<file path="config.mk">
export PLATFORM = sky130hd
export DESIGN_NAME = lem_mode_ctrl
export DESIGN_NICKNAME = d
export VERILOG_FILES = /design/src/hw/lem_pkg.sv /design/src/hw/lem_seg_if.sv /design/src/hw/lem_addr_form.sv /design/src/hw/lem_mode_ctrl.sv
export SDC_FILE = /design/constraint.sdc
export NUM_CORES = 1
export LEC_CHECK = 0
export ABC_AREA = 1
export BUFFER_PORTS_ARGS = -buffer_cell sky130_fd_sc_hd__clkbuf_2
export CORE_MARGIN = 4
export CORE_UTILIZATION = 33
export CTS_BUF_LIST = sky130_fd_sc_hd__clkbuf_8
export DETAILED_ROUTE_END_ITERATION = 16
export GPL_ROUTABILITY_DRIVEN = 1
export GPL_TIMING_DRIVEN = 0
export PLACE_DENSITY = 0.64
export SLEW_MARGIN = 0
export SYNTH_ARGS = -nofsm -noshare
export SYNTH_HDL_FRONTEND = slang
export SYNTH_HIERARCHICAL = 1
export SYNTH_SLANG_ARGS = --single-unit
</file>
<file path="constraint.sdc">
create_clock -name clk -period 1.5 [get_ports clk]
set_input_delay 0.15 -clock clk [delete_from_list [all_inputs] [get_ports clk]]
set_output_delay 0.15 -clock clk [all_outputs]
set_load 0.02 [all_outputs]
</file>
<file path="src/hw/lem_pkg.sv">
/*
 * lem_pkg: constants and types shared by the emulation-mode entry logic.
 * assumes: included before the carrier interface and the design modules.
 */
package lem_pkg;
    // ============================================================
    // flag positions and widths
    localparam int FLAGS_W = 32;
    localparam int EMU_FLAG_BIT = 17;
    localparam int NESTED_TASK_BIT = 14;
    localparam logic [FLAGS_W-1:0] FLAGS_RESET = 32'h0000_0002;
    localparam logic FLAG_EMU_RESET = 1'b0;
    // ============================================================
    // privilege and address figures
    localparam logic [1:0] EMU_PRIV_LEVEL = 2'h3;
    localparam int SEG_W = 16;
    localparam int LIN20_W = 20;
    localparam int LIN_W = 32;
    localparam int SEG_SHIFT = 4;
    localparam logic [LIN_W-1:0] EMU_LIN_LIMIT = 32'h0010_FFEF;
    localparam int NUM_SEGS = 6;
    // ============================================================
    // task switch sequence
    typedef enum logic [1:0] {LEM_IDLE, LEM_FLAGS, LEM_SEGS} lem_state_t;
endpackage : lem_pkg

</file>
<file path="src/hw/lem_seg_if.sv">
/*
 * lem_seg_if: carries one segment load between the mode logic and the address former.
 * assumes: a single clock domain; combinational lookups only.
 */
`timescale 1ns/1ns
`default_nettype none
interface lem_seg_if;
    import lem_pkg::*;
    logic emuMode;
    logic [SEG_W-1:0] segValue;
    logic [SEG_W-1:0] offset;
    logic [LIN_W-1:0] linAddr;
    logic useRealStyle;
    modport ctrl (output emuMode, output segValue, output offset, input linAddr,
        input useRealStyle);
    modport addr (input emuMode, input segValue, input offset, output linAddr,
        output useRealStyle);
endinterface : lem_seg_if
`default_nettype wire

</file>
<file path="src/hw/lem_addr_form.sv">
/*
 * lem_addr_form: real-style base and linear address forming for emulation mode.
 * assumes: driven from lem_mode_ctrl over lem_seg_if; pure combinational path.
 */
`timescale 1ns/1ns
`default_nettype none
module lem_addr_form
    import lem_pkg::*;
(
    lem_seg_if.addr sif
);
    logic [LIN20_W:0] sum21;
    // ============================================================
    // address forming
    always_comb
    begin
        // segment times sixteen plus offset; carry kept so top reaches 10FFEF
        sum21 = {1'b0, sif.segValue, {SEG_SHIFT{1'b0}}} + {5'h00, sif.offset};
        sif.useRealStyle = sif.emuMode;
        sif.linAddr = {{(LIN_W-LIN20_W-1){1'b0}}, sum21};
    end
endmodule : lem_addr_form
`default_nettype wire

</file>
<file path="src/hw/lem_mode_ctrl.sv">
/*
 * lem_mode_ctrl: holds the emulation mode flag and steers decode, privilege,
 * segment loading and page checks from it.
 * assumes: the core's sequencer pulses the event inputs for one cycle each,
 * and presents the loaded flags image on the same cycle as the event.
 */
`timescale 1ns/1ns
`default_nettype none
module lem_mode_ctrl
    import lem_pkg::*;
(
    input wire logic clk,
    input wire logic resetn,
    input wire logic initReq,
    input wire logic taskSwitch,
    input wire logic taskImage32,
    input wire logic [FLAGS_W-1:0] taskFlagsImage,
    input wire logic interruptReturn,
    input wire logic [FLAGS_W-1:0] stackFlagsImage,
    input wire logic flagsWrite,
    input wire logic [FLAGS_W-1:0] flagsWriteData,
    input wire logic [1:0] protPrivLevel,
    input wire logic [1:0] ioPrivLevel,
    input wire logic [SEG_W-1:0] segImage,
    input wire logic [SEG_W-1:0] addrOffset,
    input wire logic pageUserBit,
    input wire logic pageAccess,
    input wire logic [1:0] insnClass,
    output logic [FLAGS_W-1:0] flagsRegister,
    output logic emulationModeFlag,
    output logic [1:0] currentPrivilegeLevel,
    output logic segLoadValid,
    output logic [2:0] segLoadIndex,
    output logic segRealStyle,
    output logic [LIN_W-1:0] segBase,
    output logic [LIN_W-1:0] linearAddr,
    output logic insnUnsupported,
    output logic insnIoplFault,
    output logic pageDeny
);
    lem_seg_if sif();
    lem_addr_form u_addr (.sif(sif));

    lem_state_t state_r, state_nxt;
    logic [FLAGS_W-1:0] flags_r, flags_nxt;
    logic [2:0] segIdx_r, segIdx_nxt;
    logic [SEG_W-1:0] segVal_r, segVal_nxt;
    logic [LIN_W-1:0] base_r, base_nxt;
    logic [LIN_W-1:0] lin_r, lin_nxt;
    logic segValid_r, segValid_nxt;
    logic realStyle_r, realStyle_nxt;
    logic [2:0] loadIdx_r, loadIdx_nxt;
    logic [FLAGS_W-1:0] loadImg;
    logic emu;

    assign emu = flags_r[EMU_FLAG_BIT];
    // ============================================================
    // flag and task switch sequence
    always_comb
    begin
        state_nxt = state_r;
        flags_nxt = flags_r;
        segIdx_nxt = segIdx_r;
        segVal_nxt = segImage;
        segValid_nxt = 1'b0;
        loadImg = taskFlagsImage;
        if (!taskImage32)
        begin
            // upper word absent in the small image format
            loadImg[FLAGS_W-1:SEG_W] = '0;
        end
        unique case (state_r)
            LEM_IDLE:
            begin
                if (taskSwitch)
                begin
                    // flag first, then segments, so the new mode governs them
                    flags_nxt = loadImg;
                    state_nxt = LEM_FLAGS;
                end
                else if (interruptReturn)
                begin
                    flags_nxt = stackFlagsImage;
                end
                else if (flagsWrite)
                begin
                    flags_nxt = flagsWriteData;
                    flags_nxt[EMU_FLAG_BIT] = flags_r[EMU_FLAG_BIT];
                end
            end
            LEM_FLAGS:
            begin
                segIdx_nxt = 3'h0;
                state_nxt = LEM_SEGS;
            end
            LEM_SEGS:
            begin
                segValid_nxt = 1'b1;
                if (segIdx_r == 3'(NUM_SEGS - 1))
                begin
                    state_nxt = LEM_IDLE;
                end
                else
                begin
                    segIdx_nxt = segIdx_r + 3'h1;
                end
            end
        endcase
        if (initReq)
        begin
            // init drops straight back to real-address operation
            flags_nxt = FLAGS_RESET;
            state_nxt = LEM_IDLE;
        end
    end

    always_ff @(posedge clk or negedge resetn)
    begin
        if (!resetn)
        begin
            state_r <= LEM_IDLE;
            flags_r <= FLAGS_RESET;
            segIdx_r <= 3'h0;
        end
        else
        begin
            state_r <= state_nxt;
            flags_r <= flags_nxt;
            segIdx_r <= segIdx_nxt;
        end
    end
    // ============================================================
    // segment and address outputs
    assign sif.emuMode = emu;
    assign sif.segValue = segVal_r;
    assign sif.offset = addrOffset;
    always_comb
    begin
        realStyle_nxt = sif.useRealStyle;
        // the counter has moved on when the pulse shows, so report its last value
        loadIdx_nxt = segIdx_r;
        // base is the address at offset zero; only valid in real style
        base_nxt = emu ? {12'h000, segImage, 4'h0} : '0;
        lin_nxt = sif.linAddr;
    end

    always_ff @(posedge clk or negedge resetn)
    begin
        if (!resetn)
        begin
            segVal_r <= '0;
            segValid_r <= 1'b0;
            loadIdx_r <= 3'h0;
            realStyle_r <= 1'b0;
            base_r <= '0;
            lin_r <= '0;
        end
        else
        begin
            segVal_r <= segVal_nxt;
            segValid_r <= segValid_nxt;
            loadIdx_r <= loadIdx_nxt;
            realStyle_r <= realStyle_nxt;
            base_r <= base_nxt;
            lin_r <= lin_nxt;
        end
    end
    // ============================================================
    // decode, privilege and page checks
    always_comb
    begin
        currentPrivilegeLevel = emu ? EMU_PRIV_LEVEL : protPrivLevel;
        // class 1: not available in emulation; class 2: privilege-sensitive
        insnUnsupported = emu && (insnClass == 2'h1);
        insnIoplFault = emu && (insnClass == 2'h2) && (ioPrivLevel != EMU_PRIV_LEVEL);
        pageDeny = pageAccess && !pageUserBit && (currentPrivilegeLevel == EMU_PRIV_LEVEL);
    end

    assign flagsRegister = flags_r;
    assign emulationModeFlag = emu;
    assign segLoadValid = segValid_r;
    assign segLoadIndex = loadIdx_r;
    assign segRealStyle = realStyle_r;
    assign segBase = base_r;
    assign linearAddr = lin_r;
    // ============================================================
    // checks
    a_direct_write_keeps: assert property (@(posedge clk) disable iff (!resetn)
        flagsWrite && !taskSwitch && !interruptReturn && !initReq && state_r == LEM_IDLE
        |=> $stable(emulationModeFlag))
        else $error("flags write changed emulation flag");
    a_small_image_clears: assert property (@(posedge clk) disable iff (!resetn)
        taskSwitch && !taskImage32 && !initReq && state_r == LEM_IDLE
        |=> !emulationModeFlag)
        else $error("small image left flag set");
    a_switch_enters: assert property (@(posedge clk) disable iff (!resetn)
        taskSwitch && taskImage32 && taskFlagsImage[EMU_FLAG_BIT] && !initReq
        && state_r == LEM_IDLE |=> emulationModeFlag)
        else $error("task switch did not enter mode");
    a_return_enters: assert property (@(posedge clk) disable iff (!resetn)
        interruptReturn && !taskSwitch && stackFlagsImage[EMU_FLAG_BIT] && !initReq
        && state_r == LEM_IDLE |=> emulationModeFlag)
        else $error("return did not enter mode");
    a_only_legal_set: assert property (@(posedge clk) disable iff (!resetn)
        $rose(emulationModeFlag) |-> $past(taskSwitch) || $past(interruptReturn))
        else $error("flag set without switch or return");
    // an init in the cycle after the switch aborts the sequence, so it is excluded
    a_flag_before_segs: assert property (@(posedge clk) disable iff (!resetn)
        (taskSwitch && state_r == LEM_IDLE && !initReq) ##1 !initReq
        |-> !segLoadValid ##2 segLoadValid)
        else $error("segments loaded before flag");
    a_first_seg_index: assert property (@(posedge clk) disable iff (!resetn)
        (taskSwitch && state_r == LEM_IDLE && !initReq) ##1 !initReq
        |-> ##2 (segLoadValid && segLoadIndex == 3'h0))
        else $error("first segment load not index zero");
    a_priv_fixed: assert property (@(posedge clk) disable iff (!resetn)
        emulationModeFlag |-> currentPrivilegeLevel == 2'h3)
        else $error("privilege not 3");
    a_init_leaves: assert property (@(posedge clk) disable iff (!resetn)
        initReq |=> !emulationModeFlag && state_r == LEM_IDLE)
        else $error("init kept mode");
    a_addr_bound: assert property (@(posedge clk) disable iff (!resetn)
        $past(emulationModeFlag) |-> linearAddr <= 32'h0010_FFEF)
        else $error("address beyond bound");
    a_super_denied: assert property (@(posedge clk) disable iff (!resetn)
        emulationModeFlag && pageAccess && !pageUserBit |-> pageDeny)
        else $error("supervisor page allowed");
endmodule : lem_mode_ctrl
`default_nettype wire

</file>
==> results_dict.tcl, run 1 <==
set metrics [dict create \
    critPathKind "reg -> reg" \
    cp.arrival_ns 1.84 \
    grt_start_max_net_pins 107 \
    grt_antenna_before_repair 1 \
    violations "negative setup slack" \
    grt_pass1_vias 5199 \
    finalHoldViolations 0 \
    clock_latency_ns 0.38 \
    die-width_um 138.9 \
    holdCritPathClass "in -> reg" \
    path_max_fanout 3 \
    max-slew-margin-rel_pct 44.09 \
    min_period_ns 1.567 \
    layout_setup_ws_ns -0.06654 \
    rsz0062_at_grt "yes" \
    p_total_uw 8639 \
    rows 47 \
    diodes 0 \
    cts_root_buf "clkbuf_8" \
    slew_violations 0 \
    detail-route-antenna-nets 0 \
    drtIter0Drc 225 \
    synthTopCellsByArea "dfrtp_1 46%, nand2_1 20%, inv_1 8.0%" \
    synth_area_mm2 0.005653 \
    finalWeightedCongestion 0.8560 \
    fmax_ghz 0.6384 \
    layout.nets 1188 \
    crit_required_ns 1.78 \
    synth.most_common_cell "nand2_1" \
    vias 5235 \
    synth.cells.most_frequent "300 x nand2_1, 120 x inv_1, 105 x dfrtp_1" \
    post_drt_wl_per_cell_um 12.63 \
    drt_pass1_iterations 4 \
    power_density_mw_per_mm2 1090 \
    start_util_pct 33.85 \
    yosys.area.top_type "dfrtp_1" \
    grt-ovfl-total 0 \
    numCtsBuffers 9 \
    clock_path_buffers 2 \
    htree_num_levels 3 \
    yosysWarnings 6 \
    vdd_ir_drop_max_mv 0.4861 \
    power_leakage_uw 0.004874 \
    die-area_mm2 0.01929 \
    cap_violations 0 \
    clkSinkCount 106 \
    crit_path_end_kind "flop" \
    synth_cell_types 36 \
    synthCells 733 \
    grt_usage_pct 16.38 \
    yosysTopAreaCellShare_pct 46.48 \
    cts_tree "built" \
    die_h_um 138.9 \
    setup_viol 6 \
    core-area_mm2 0.01670 \
    dp_hpwl_um 12040 \
    synth_edf_count 0 \
    io_buffers 227 \
    ios 250 \
    drive_above_1_share_pct 37.69 \
    area_growth_syn_to_layout_pct 40.17 \
    grt_pass1_wl_um 25630 \
    finalClockSkew_ns 0.005880 \
    cp-start-kind "flop" \
    syn-mean-instance-area_um2 7.712 \
    drt-total-wl_um 15810 \
    seq_area_frac_synth_pct 46.95 \
    via_per_inst 4.181 \
    clkTransAtPathRegs_ns 0.10 \
    async_reset_ff_share_pct 100.0 \
    status "finished with violations" \
    fin_util_pct 47.45 \
    fin_crit_sh_pct 104.4 \
    drt_drc_violations_left 0 \
    tightest_slew_ns 0.8387 \
    ys_ff_latch 106 \
    ys.flop_type "dfrtp_1" \
]
placed cells by master (no fill, tap or decap), types with 9 or more instances in the layout:
master / count
nand2_1: 285
clkbuf_2: 224
inv_1: 118
dfrtp_1: 104
buf_4: 47
nand3_1: 42
nand2_2: 40
conb_1: 27
dlygate4sd3_1: 21
nor2_1: 15
clkbuf_8: 12
buf_6: 10
ha_4: 9
where the power goes:
part	switching, uW	internal (uW)
logic	1870	1150
clock network	1030	1040
registers	234	3310
worst paths after layout:
path | slack, ns | cells past startpoint | startpoint | end
worst min-delay path | 0.04 | 2 | addrOffset[4] | linearAddr[4]
worst max-delay path | -0.07 | 8 | segVal_r[0] | linearAddr[20]
worst max register to register | -0.07 | 8 | segVal_r[0] | linearAddr[20]
worst min register to register | 0.45 | 0 | loadIdx_nxt[1] | segLoadIndex[1]
min in group asynchronous | 0.44 | 2 | resetn | linearAddr[5]
max in group asynchronous | 0.48 | 2 | resetn | flagsRegister[3]
repair_timing:
| action | in CTS | in global routing |
|---|---|---|
| hold endpoints to repair | 141 | 0 |
| hold buffers | 21 | 0 |
| buffers inserted | 4 | 6 |
| pin swaps | 9 | 22 |
| endpoints found under the setup margin | 14 | 28 |
| resized for setup | 20 | 32 |
final cells by class:
class | count | area (um2)
fill | 1687 | 8777
sequential | 106 | 2655
multi-input combinational | 473 | 2424
timing repair buffer | 258 | 1443
inverter | 125 | 471.7
buffer | 54 | 421.7
tap | 220 | 275.3
clock buffer | 11 | 151.4
clock inverter | 5 | 82.58
logic make-up after synthesis:
family,share of synthesized area (%)
and+or+nand+nor,30.50
buffers and inverters,15.63
DFF,46.95
adders and majority gates,4.117
AOI/OAI and AO/OA,1.439
xor gates and xnor gates,1.240
other,0.1329
registers in the layout, summed over array words and instances (netlist names):
signal / count
segVal_r: 16
linearAddr: 32
segBase: 16
flagsRegister: 32
segLoadValid: 1
loadIdx_nxt: 3
segRealStyle: 1
segLoadIndex: 3
state_r: 2
metrics by stage:
step           std cells  hold WS [ns]  setup TNS (ns)  worst slack [ns]  area [um2]
6_report            1252       0.03895         -0.2589          -0.06654        7924
5_1_grt             1252       0.02017          -1.042           -0.1839        7924
4_1_cts             1246       0.01771         -0.5316           -0.1262        7750
3_5_place_dp        1205        0.2608         -0.8267           -0.1565        7172
3_3_place_gp        1205        0.2592         -130.41            -1.243        7163
2_1_floorplan        758       -0.1456       -0.003988         -0.003988        5752
worst max-delay path: stages (launching register included):
cell and delay, ns:
dfrtp_1 0.38, ha_2 0.18, fa_2 0.35, nand2_2 0.07, nand2_2 0.05, and2_4 0.16
nand3_4 0.06, nand3_2 0.07, and2_1 0.16
metal layers:
metal / routed length, um / vias to the layer above / track usage [%]
li1: - / 2680 / -
met1: 6275 / 2369 / 18.86
met2: 8064 / 165 / 29.46
met3: 1189 / 19 / 4.379
met4: 268 / 2 / 5.510
met5: 13 / - / 0
No activity file was read; power rests on OpenSTA's default activity.
==> run 2: changes to the inputs <==
--- a/config.mk
+++ b/config.mk
@@ -5,7 +5,6 @@
 export SDC_FILE = /design/constraint.sdc
 export NUM_CORES = 1
 export LEC_CHECK = 0
-export ABC_AREA = 1
 export BUFFER_PORTS_ARGS = -buffer_cell sky130_fd_sc_hd__clkbuf_2
 export CORE_MARGIN = 4
 export CORE_UTILIZATION = 33
@@ -13,9 +12,8 @@
 export DETAILED_ROUTE_END_ITERATION = 16
 export GPL_ROUTABILITY_DRIVEN = 1
 export GPL_TIMING_DRIVEN = 0
-export PLACE_DENSITY = 0.64
+export PLACE_DENSITY = 0.66
 export SLEW_MARGIN = 0
 export SYNTH_ARGS = -nofsm -noshare
 export SYNTH_HDL_FRONTEND = slang
-export SYNTH_HIERARCHICAL = 1
 export SYNTH_SLANG_ARGS = --single-unit
==> run 2 against run 1 <==
The flow still finishes with violations (negative setup slack). Clock skew about the same. Highest routed layer is now met4. Routed wire length fell by 8.1%. Sequential share of layout area grew 0.44 points. Maximum frequency down 22%. Hold slack hardly changed. Clock power decreased by 23%. Cell count down 26%. Core utilization increased by 3.1 points. Worst setup slack got worse by 0.44 ns.
==> results_dict.tcl, run 2 <==
set metrics [dict create \
    status "finished with violations" \
    violations "negative setup slack" \
    dp_hpwl_um 11450 \
    numCtsBuffers 9 \
    dpl_cell_area_mm2 0.006208 \
    synthCells 444 \
    drive_above_1_share_pct 45.71 \
    crit_slowest_cell "dfrtp_1" \
    tightest_slew_ns 0.5464 \
    rows 43 \
    top_layer "met4" \
    power_leakage_uw 0.003616 \
    crit_path_end_kind "flop" \
    cts_tree "built" \
    rsz0062_at_grt "yes" \
    nFillCells 1285 \
    start_util_pct 33.66 \
    cp-start-kind "flop" \
    path_max_fanout 2 \
    die_h_um 127.0 \
    ys_ff_latch 95 \
    p_int_uw 5053 \
    vias 4369 \
    grt_start_max_net_pins 62 \
    grt_pass1_wl_um 22460 \
    placedCellCount 870 \
    post_drt_wl_per_cell_um 15.69 \
    final_cells 926 \
    drtIter0Drc 237 \
    path_cells "ha_2, fa_2, a21o_1, a221oi_4, buf_4, buf_6, o21ai_2, xor2_1" \
    switchingPower_uw 2828 \
    p_sw_share_pct 35.88 \
    clkSinkCount 95 \
    path_delay_family "compound AO/OA/AOI/OAI gates" \
    synth_area_mm2 0.004672 \
    holdCritPathClass "in -> reg" \
    drt-total-wl_um 14530 \
    drt_pass1_iterations 4 \
    comb_power_share_pct 38.8 \
    synth_cell_types 48 \
    clock_path_buffers 2 \
    clkTransAtPathRegs_ns 0.08 \
    dr_wl_met3_um 1321 \
    die-width_um 127.0 \
    synth_edf_count 0 \
    async_reset_ff_share_pct 100.0 \
    seq_power_share_pct 40.8 \
    core-area_mm2 0.01388 \
    layout.nets 904 \
    yosysTopAreaCellShare_pct 50.35 \
    ios 250 \
    area_growth_syn_to_layout_pct 50.11 \
    finalHoldViolations 0 \
    fmax_ghz 0.4975 \
    layout_setup_ws_ns -0.5100 \
    grt_usage_pct 17.78 \
    yosys.area.top_type "dfrtp_1" \
    io_buffers 219 \
    pwr-share-clk_pct 20.3 \
    grt_antenna_before_repair 0 \
    synth.cells.most_frequent "94 x dfrtp_1, 44 x a21oi_1, 42 x nand2_1" \
    p_total_uw 7880 \
    via_per_inst 4.718 \
    clock_latency_ns 0.37 \
    final_common_cell "clkbuf_2" \
    critPathKind "reg -> reg" \
    cap_violations 0 \
    wl_met2_um 7435 \
    diodes 0 \
    detail-route-antenna-nets 0 \
    htree_num_levels 3 \
    crit_buf_inv 2 \
    grt-ovfl-total 0 \
    setup_viol 16 \
    ys.flop_type "dfrtp_1" \
    yosysWarnings 0 \
    max-slew-margin-rel_pct 63.57 \
    layout_common_cells "215 x clkbuf_2, 92 x dfrtp_1, 47 x buf_4, 39 x a21oi_1" \
    die-area_mm2 0.01613 \
    syn-mean-instance-area_um2 10.52 \
    finalClockSkew_ns 0.005502 \
    crit_required_ns 1.76 \
    power_density_mw_per_mm2 1124 \
    largest_reg_flops 32 \
    vdd_ir_drop_max_mv 0.3774 \
    slew_violations 0 \
    postLayoutCellArea_mm2 0.007013 \
    drt_drc_violations_left 0 \
    cpPeakStageDelay_ns 0.38 \
    finalWeightedCongestion 0.8520 \
    fin_crit_sh_pct 134.0 \
    min_period_ns 2.010 \
    seq_area_frac_synth_pct 50.91 \
    grt_pass1_vias 4579 \
    synthTopCellsByArea "dfrtp_1 50%, mux2i_1 6.6%, buf_4 4.8%" \
    cp.arrival_ns 2.27 \
    cts_root_buf "clkbuf_8" \
    wl_met1_um 5390 \
    synth.most_common_cell "dfrtp_1" \
]
[run 2: cell count changes in the layout (fill, tap and decap cells not counted), moves of 9 or more]
| cell | delta |
|---|---|
| nand2_1 | -247 |
| inv_1 | -110 |
| nand2_2 | -38 |
| nand3_1 | -37 |
| a21oi_1 | +36 |
| mux2i_1 | +31 |
| o31ai_1 | +28 |
| nor2_1 | +23 |
| and2_1 | +16 |
| dfrtp_1 | -12 |
| clkbuf_2 | -9 |
[run 2: stage by stage]
stage / setup slack, ns / hold WS, ns / utilization [%] / TNS (ns)
CTS: -0.4762 / 0.008375 / 49.46 / -3.703
detailed placement: -0.5306 / 0.1811 / 44.73 / -5.741
finish: -0.5100 / 0.03850 / 50.52 / -4.002
global route: -0.5919 / 0.01317 / 50.52 / -5.258
floorplan: -0.3576 / -0.1456 / - / -1.781
global placement: -0.8916 / 0.2583 / 44.51 / -87.99
[run 2: metal layers]
layer | track usage, % | vias to the layer above
met4 | 7.823 | 0
li1 | - | 2087
met5 | 0 | -
met2 | 31.79 | 225
met3 | 5.309 | 22
met1 | 19.49 | 2035
[run 2: cells by family after synthesis]
family	share of synthesized area (%)
muxes	6.642
other	0.08027
xor gates and xnor gates	2.437
DFF	50.91
adders and majority gates	4.981
buffers and inverters	8.007
AOI/OAI and AO/OA	15.02
and+or+nand+nor	11.92
[run 2: repair_timing]
item	CTS	global route
hold buffers	21	0
gates resized for setup	37	22
gates cloned	0	0
hold endpoints to repair	62	0
buffers inserted	13	8
pin swaps	23	9
setup endpoints to repair	35	37
[run 2: final timing paths]
path / from / endpoint / cells after the start / slack [ns]
min in group asynchronous: resetn / linearAddr[5] / 2 / 0.31
worst min register to register: loadIdx_nxt[1] / segLoadIndex[1] / 0 / 0.44
worst max register to register: segVal_r[0] / linearAddr[12] / 8 / -0.51
max in group asynchronous: resetn / flagsRegister[17] / 3 / 0.50
worst max-delay path: segVal_r[0] / linearAddr[12] / 8 / -0.51
worst min-delay path: addrOffset[4] / linearAddr[4] / 2 / 0.04
[run 2: cell type report]
type / instances / area, um2 / share of cell area, %
inverter: 9 / 33.78 / 0.4817
sequential: 95 / 2381 / 33.95
clock inverter: 5 / 52.55 / 0.7493
multi-input combinational: 315 / 2283 / 32.56
buffer: 51 / 382.9 / 5.459
clock buffer: 9 / 123.9 / 1.766
timing repair buffer: 262 / 1530 / 21.82
tap: 180 / 225.2 / 3.211
[run 2: power by group through the flow]
stage / clock (uW) / sequential [uW] / combinational [uW]
2_1_floorplan: 0 / 3670 / 1190
3_3_place_gp: 0 / 3250 / 2550
3_5_place_dp: 0 / 3260 / 2610
4_1_cts: 1670 / 3220 / 2900
5_1_grt: 1770 / 3270 / 3320
6_report: 1600 / 3220 / 3060
==> run 3: changes to the inputs <==
--- a/config.mk
+++ b/config.mk
@@ -12,7 +12,7 @@
 export DETAILED_ROUTE_END_ITERATION = 16
 export GPL_ROUTABILITY_DRIVEN = 1
 export GPL_TIMING_DRIVEN = 0
-export PLACE_DENSITY = 0.66
+export PLACE_DENSITY = 0.64
 export SLEW_MARGIN = 0
 export SYNTH_ARGS = -nofsm -noshare
 export SYNTH_HDL_FRONTEND = slang
==> constraint.sdc (replaced) <==
create_clock -name clk -period 2.1 [get_ports clk]
set_input_delay 0.21 -clock clk [delete_from_list [all_inputs] [get_ports clk]]
set_output_delay 0.21 -clock clk [all_outputs]
set_load 0.02 [all_outputs]
==> run 3 against run 2 <==
Worst setup slack better by 0.60 ns. Cell count down 1.8%. Critical path depth down 1. Critical endpoint is now linearAddr[16]. Sequential power down 29%. Total power down 30%. Hold slack better by 0.064 ns. Count of clock-buffer cells in the layout up 2. Largest power group unchanged. Core utilization down 3.0 points. Via count down 2.8%. Clock skew up 0.0035 ns. The run now ends clean. Clock power down 16%. Die area unchanged.
==> results_dict.tcl, run 3 (synthesis gave the netlist of run 2 again) <==
set metrics [dict create \
    status "finished, final reports clean" \
    detail-route-antenna-nets 0 \
    drt_drc_violations_left 0 \
    crit_slowest_cell "dfrtp_1" \
    finalHoldViolations 0 \
    path_max_fanout 3 \
    p_total_uw 5512 \
    path_cells "ha_2, fa_2, a21o_1, a221oi_4, a21oi_2, o22ai_2, xnor2_1" \
    layout_common_cells "219 x clkbuf_2, 93 x dfrtp_1, 43 x a21oi_1, 42 x nand2_1, 39 x nor2_1" \
    final_common_cell "clkbuf_2" \
    grt_pass1_wl_um 21760 \
    grt_start_max_net_pins 52 \
    tightest_slew_ns 0.6456 \
    drtIter0Drc 246 \
    die_h_um 127.0 \
    power_density_mw_per_mm2 835.7 \
    power_leakage_uw 0.003482 \
    slew_violations 0 \
    fin_util_pct 47.52 \
    drt-total-wl_um 13930 \
    cts_root_buf "clkbuf_8" \
    clock_latency_ns 0.37 \
    io_buffers 219 \
    post_drt_wl_per_cell_um 15.32 \
    finalWeightedCongestion 0.8813 \
    r2r_start "segVal_r[0]" \
    cts_tree "built" \
    max-slew-margin-rel_pct 56.96 \
    crit_required_ns 2.39 \
    die-area_mm2 0.01613 \
    holdCritPathClass "in -> reg" \
    grt_antenna_before_repair 0 \
    dp_hpwl_um 11330 \
    largest_reg_flops 32 \
    tns_ns 0 \
    ios 250 \
    clock_path_buffers 2 \
    via_per_inst 4.671 \
    drive_above_1_share_pct 39.78 \
    crit_buf_inv 0 \
    core-area_mm2 0.01388 \
    clkTransAtPathRegs_ns 0.08 \
    crit_path_end_kind "flop" \
    min_period_ns 2.009 \
    htree_num_levels 3 \
    reg2reg_depth 7 \
    r2r-end "linearAddr[16]" \
    rows 43 \
    hold_depth 2 \
    grt_pass1_vias 4501 \
    fin_crit_sh_pct 95.65 \
    dp_slack_ns -0.07257 \
    area_growth_syn_to_layout_pct 41.19 \
    grt-ovfl-total 0 \
    critPathKind "reg -> reg" \
    numCtsBuffers 9 \
    path_delay_family "compound AO/OA/AOI/OAI gates" \
    cp-start-kind "flop" \
    finalClockSkew_ns 0.008971 \
    rsz0062_at_grt "yes" \
    min_from "addrOffset[4]" \
    drt_pass1_iterations 4 \
    layout.nets 885 \
    vdd_ir_drop_max_mv 0.3691 \
    diodes 0 \
    start_util_pct 33.66 \
    die-width_um 127.0 \
    cpPeakStageDelay_ns 0.38 \
    vias 4246 \
    cp.arrival_ns 2.30 \
    cap_violations 0 \
    holdPathEnd "linearAddr[4]" \
    setup_viol 0 \
    layout_setup_ws_ns 0.09128 \
    grt_usage_pct 17.10 \
    fmax_ghz 0.4978 \
    clkSinkCount 95 \
    r2r_setup_slack_ns 0.09 \
]
run 3: cell types whose count changed in the layout (fill, tap and decap cells not counted), sizes merged:
| cell | change |
|---|---|
| clkbuf | +4 |
| clkinv | -2 |
| bufinv | +1 |
| buf | -21 |
| inv | +1 |
run 3: through the flow:
stage          area (um2)  hold WS (ns)  cells
2_1_floorplan        4770      -0.08559    470
3_3_place_gp         6091        0.3189    869
3_5_place_dp         6121        0.2997    870
4_1_cts              6579       0.04694    907
5_1_grt              6596       0.08450    909
6_report             6596        0.1029    909
run 3: area by class of cell:
type / count / area [um2]
Fill cell: 1335 / 7284
Multi-Input combinational cell: 315 / 2037
Buffer: 51 / 345.3
Clock inverter: 5 / 72.57
Sequential cell: 95 / 2380
Clock buffer: 11 / 151.4
Timing Repair Buffer: 243 / 1351
Tap cell: 180 / 225.2
Inverter: 9 / 33.78
run 3: routing by layer:
| metal | track usage, % | vias up | share of wire [%] | routed length (um) |
|---|---|---|---|---|
| met2 | 30.67 | 215 | 51 | 7161 |
| met4 | 7.256 | 0 | 2.0 | 280 |
| met1 | 18.76 | 1961 | 37 | 5173 |
| met5 | 0 | - | 0 | 0 |
| met3 | 5.100 | 23 | 9.4 | 1313 |
| li1 | - | 2047 | - | - |
run 3: repair_timing:
item / CTS / global route
gates resized for setup: 7 / 1
hold buffers: 21 / 0
buffers inserted: 0 / 2
setup endpoints to repair: 6 / 3
pin swaps: 2 / 6
endpoints found under the hold margin: 63 / 0
run 3: how the worst max path moves through the flow:
stage / cells after the start / from / end
2_1_floorplan: 7 / segVal_r[0] / linearAddr[16]
3_3_place_gp: 1 / resetn / flagsRegister[27]
3_5_place_dp: 7 / segVal_r[0] / linearAddr[18]
4_1_cts: 7 / segVal_r[0] / linearAddr[18]
5_1_grt: 7 / segVal_r[0] / linearAddr[16]
6_report: 7 / segVal_r[0] / linearAddr[16]
run 3: where the power goes:
group	internal [uW]	total (uW)	switching, uW
registers	2130	2290	160
logic	729	1880	1150
clock network	726	1340	617
total	3580	5510	1930
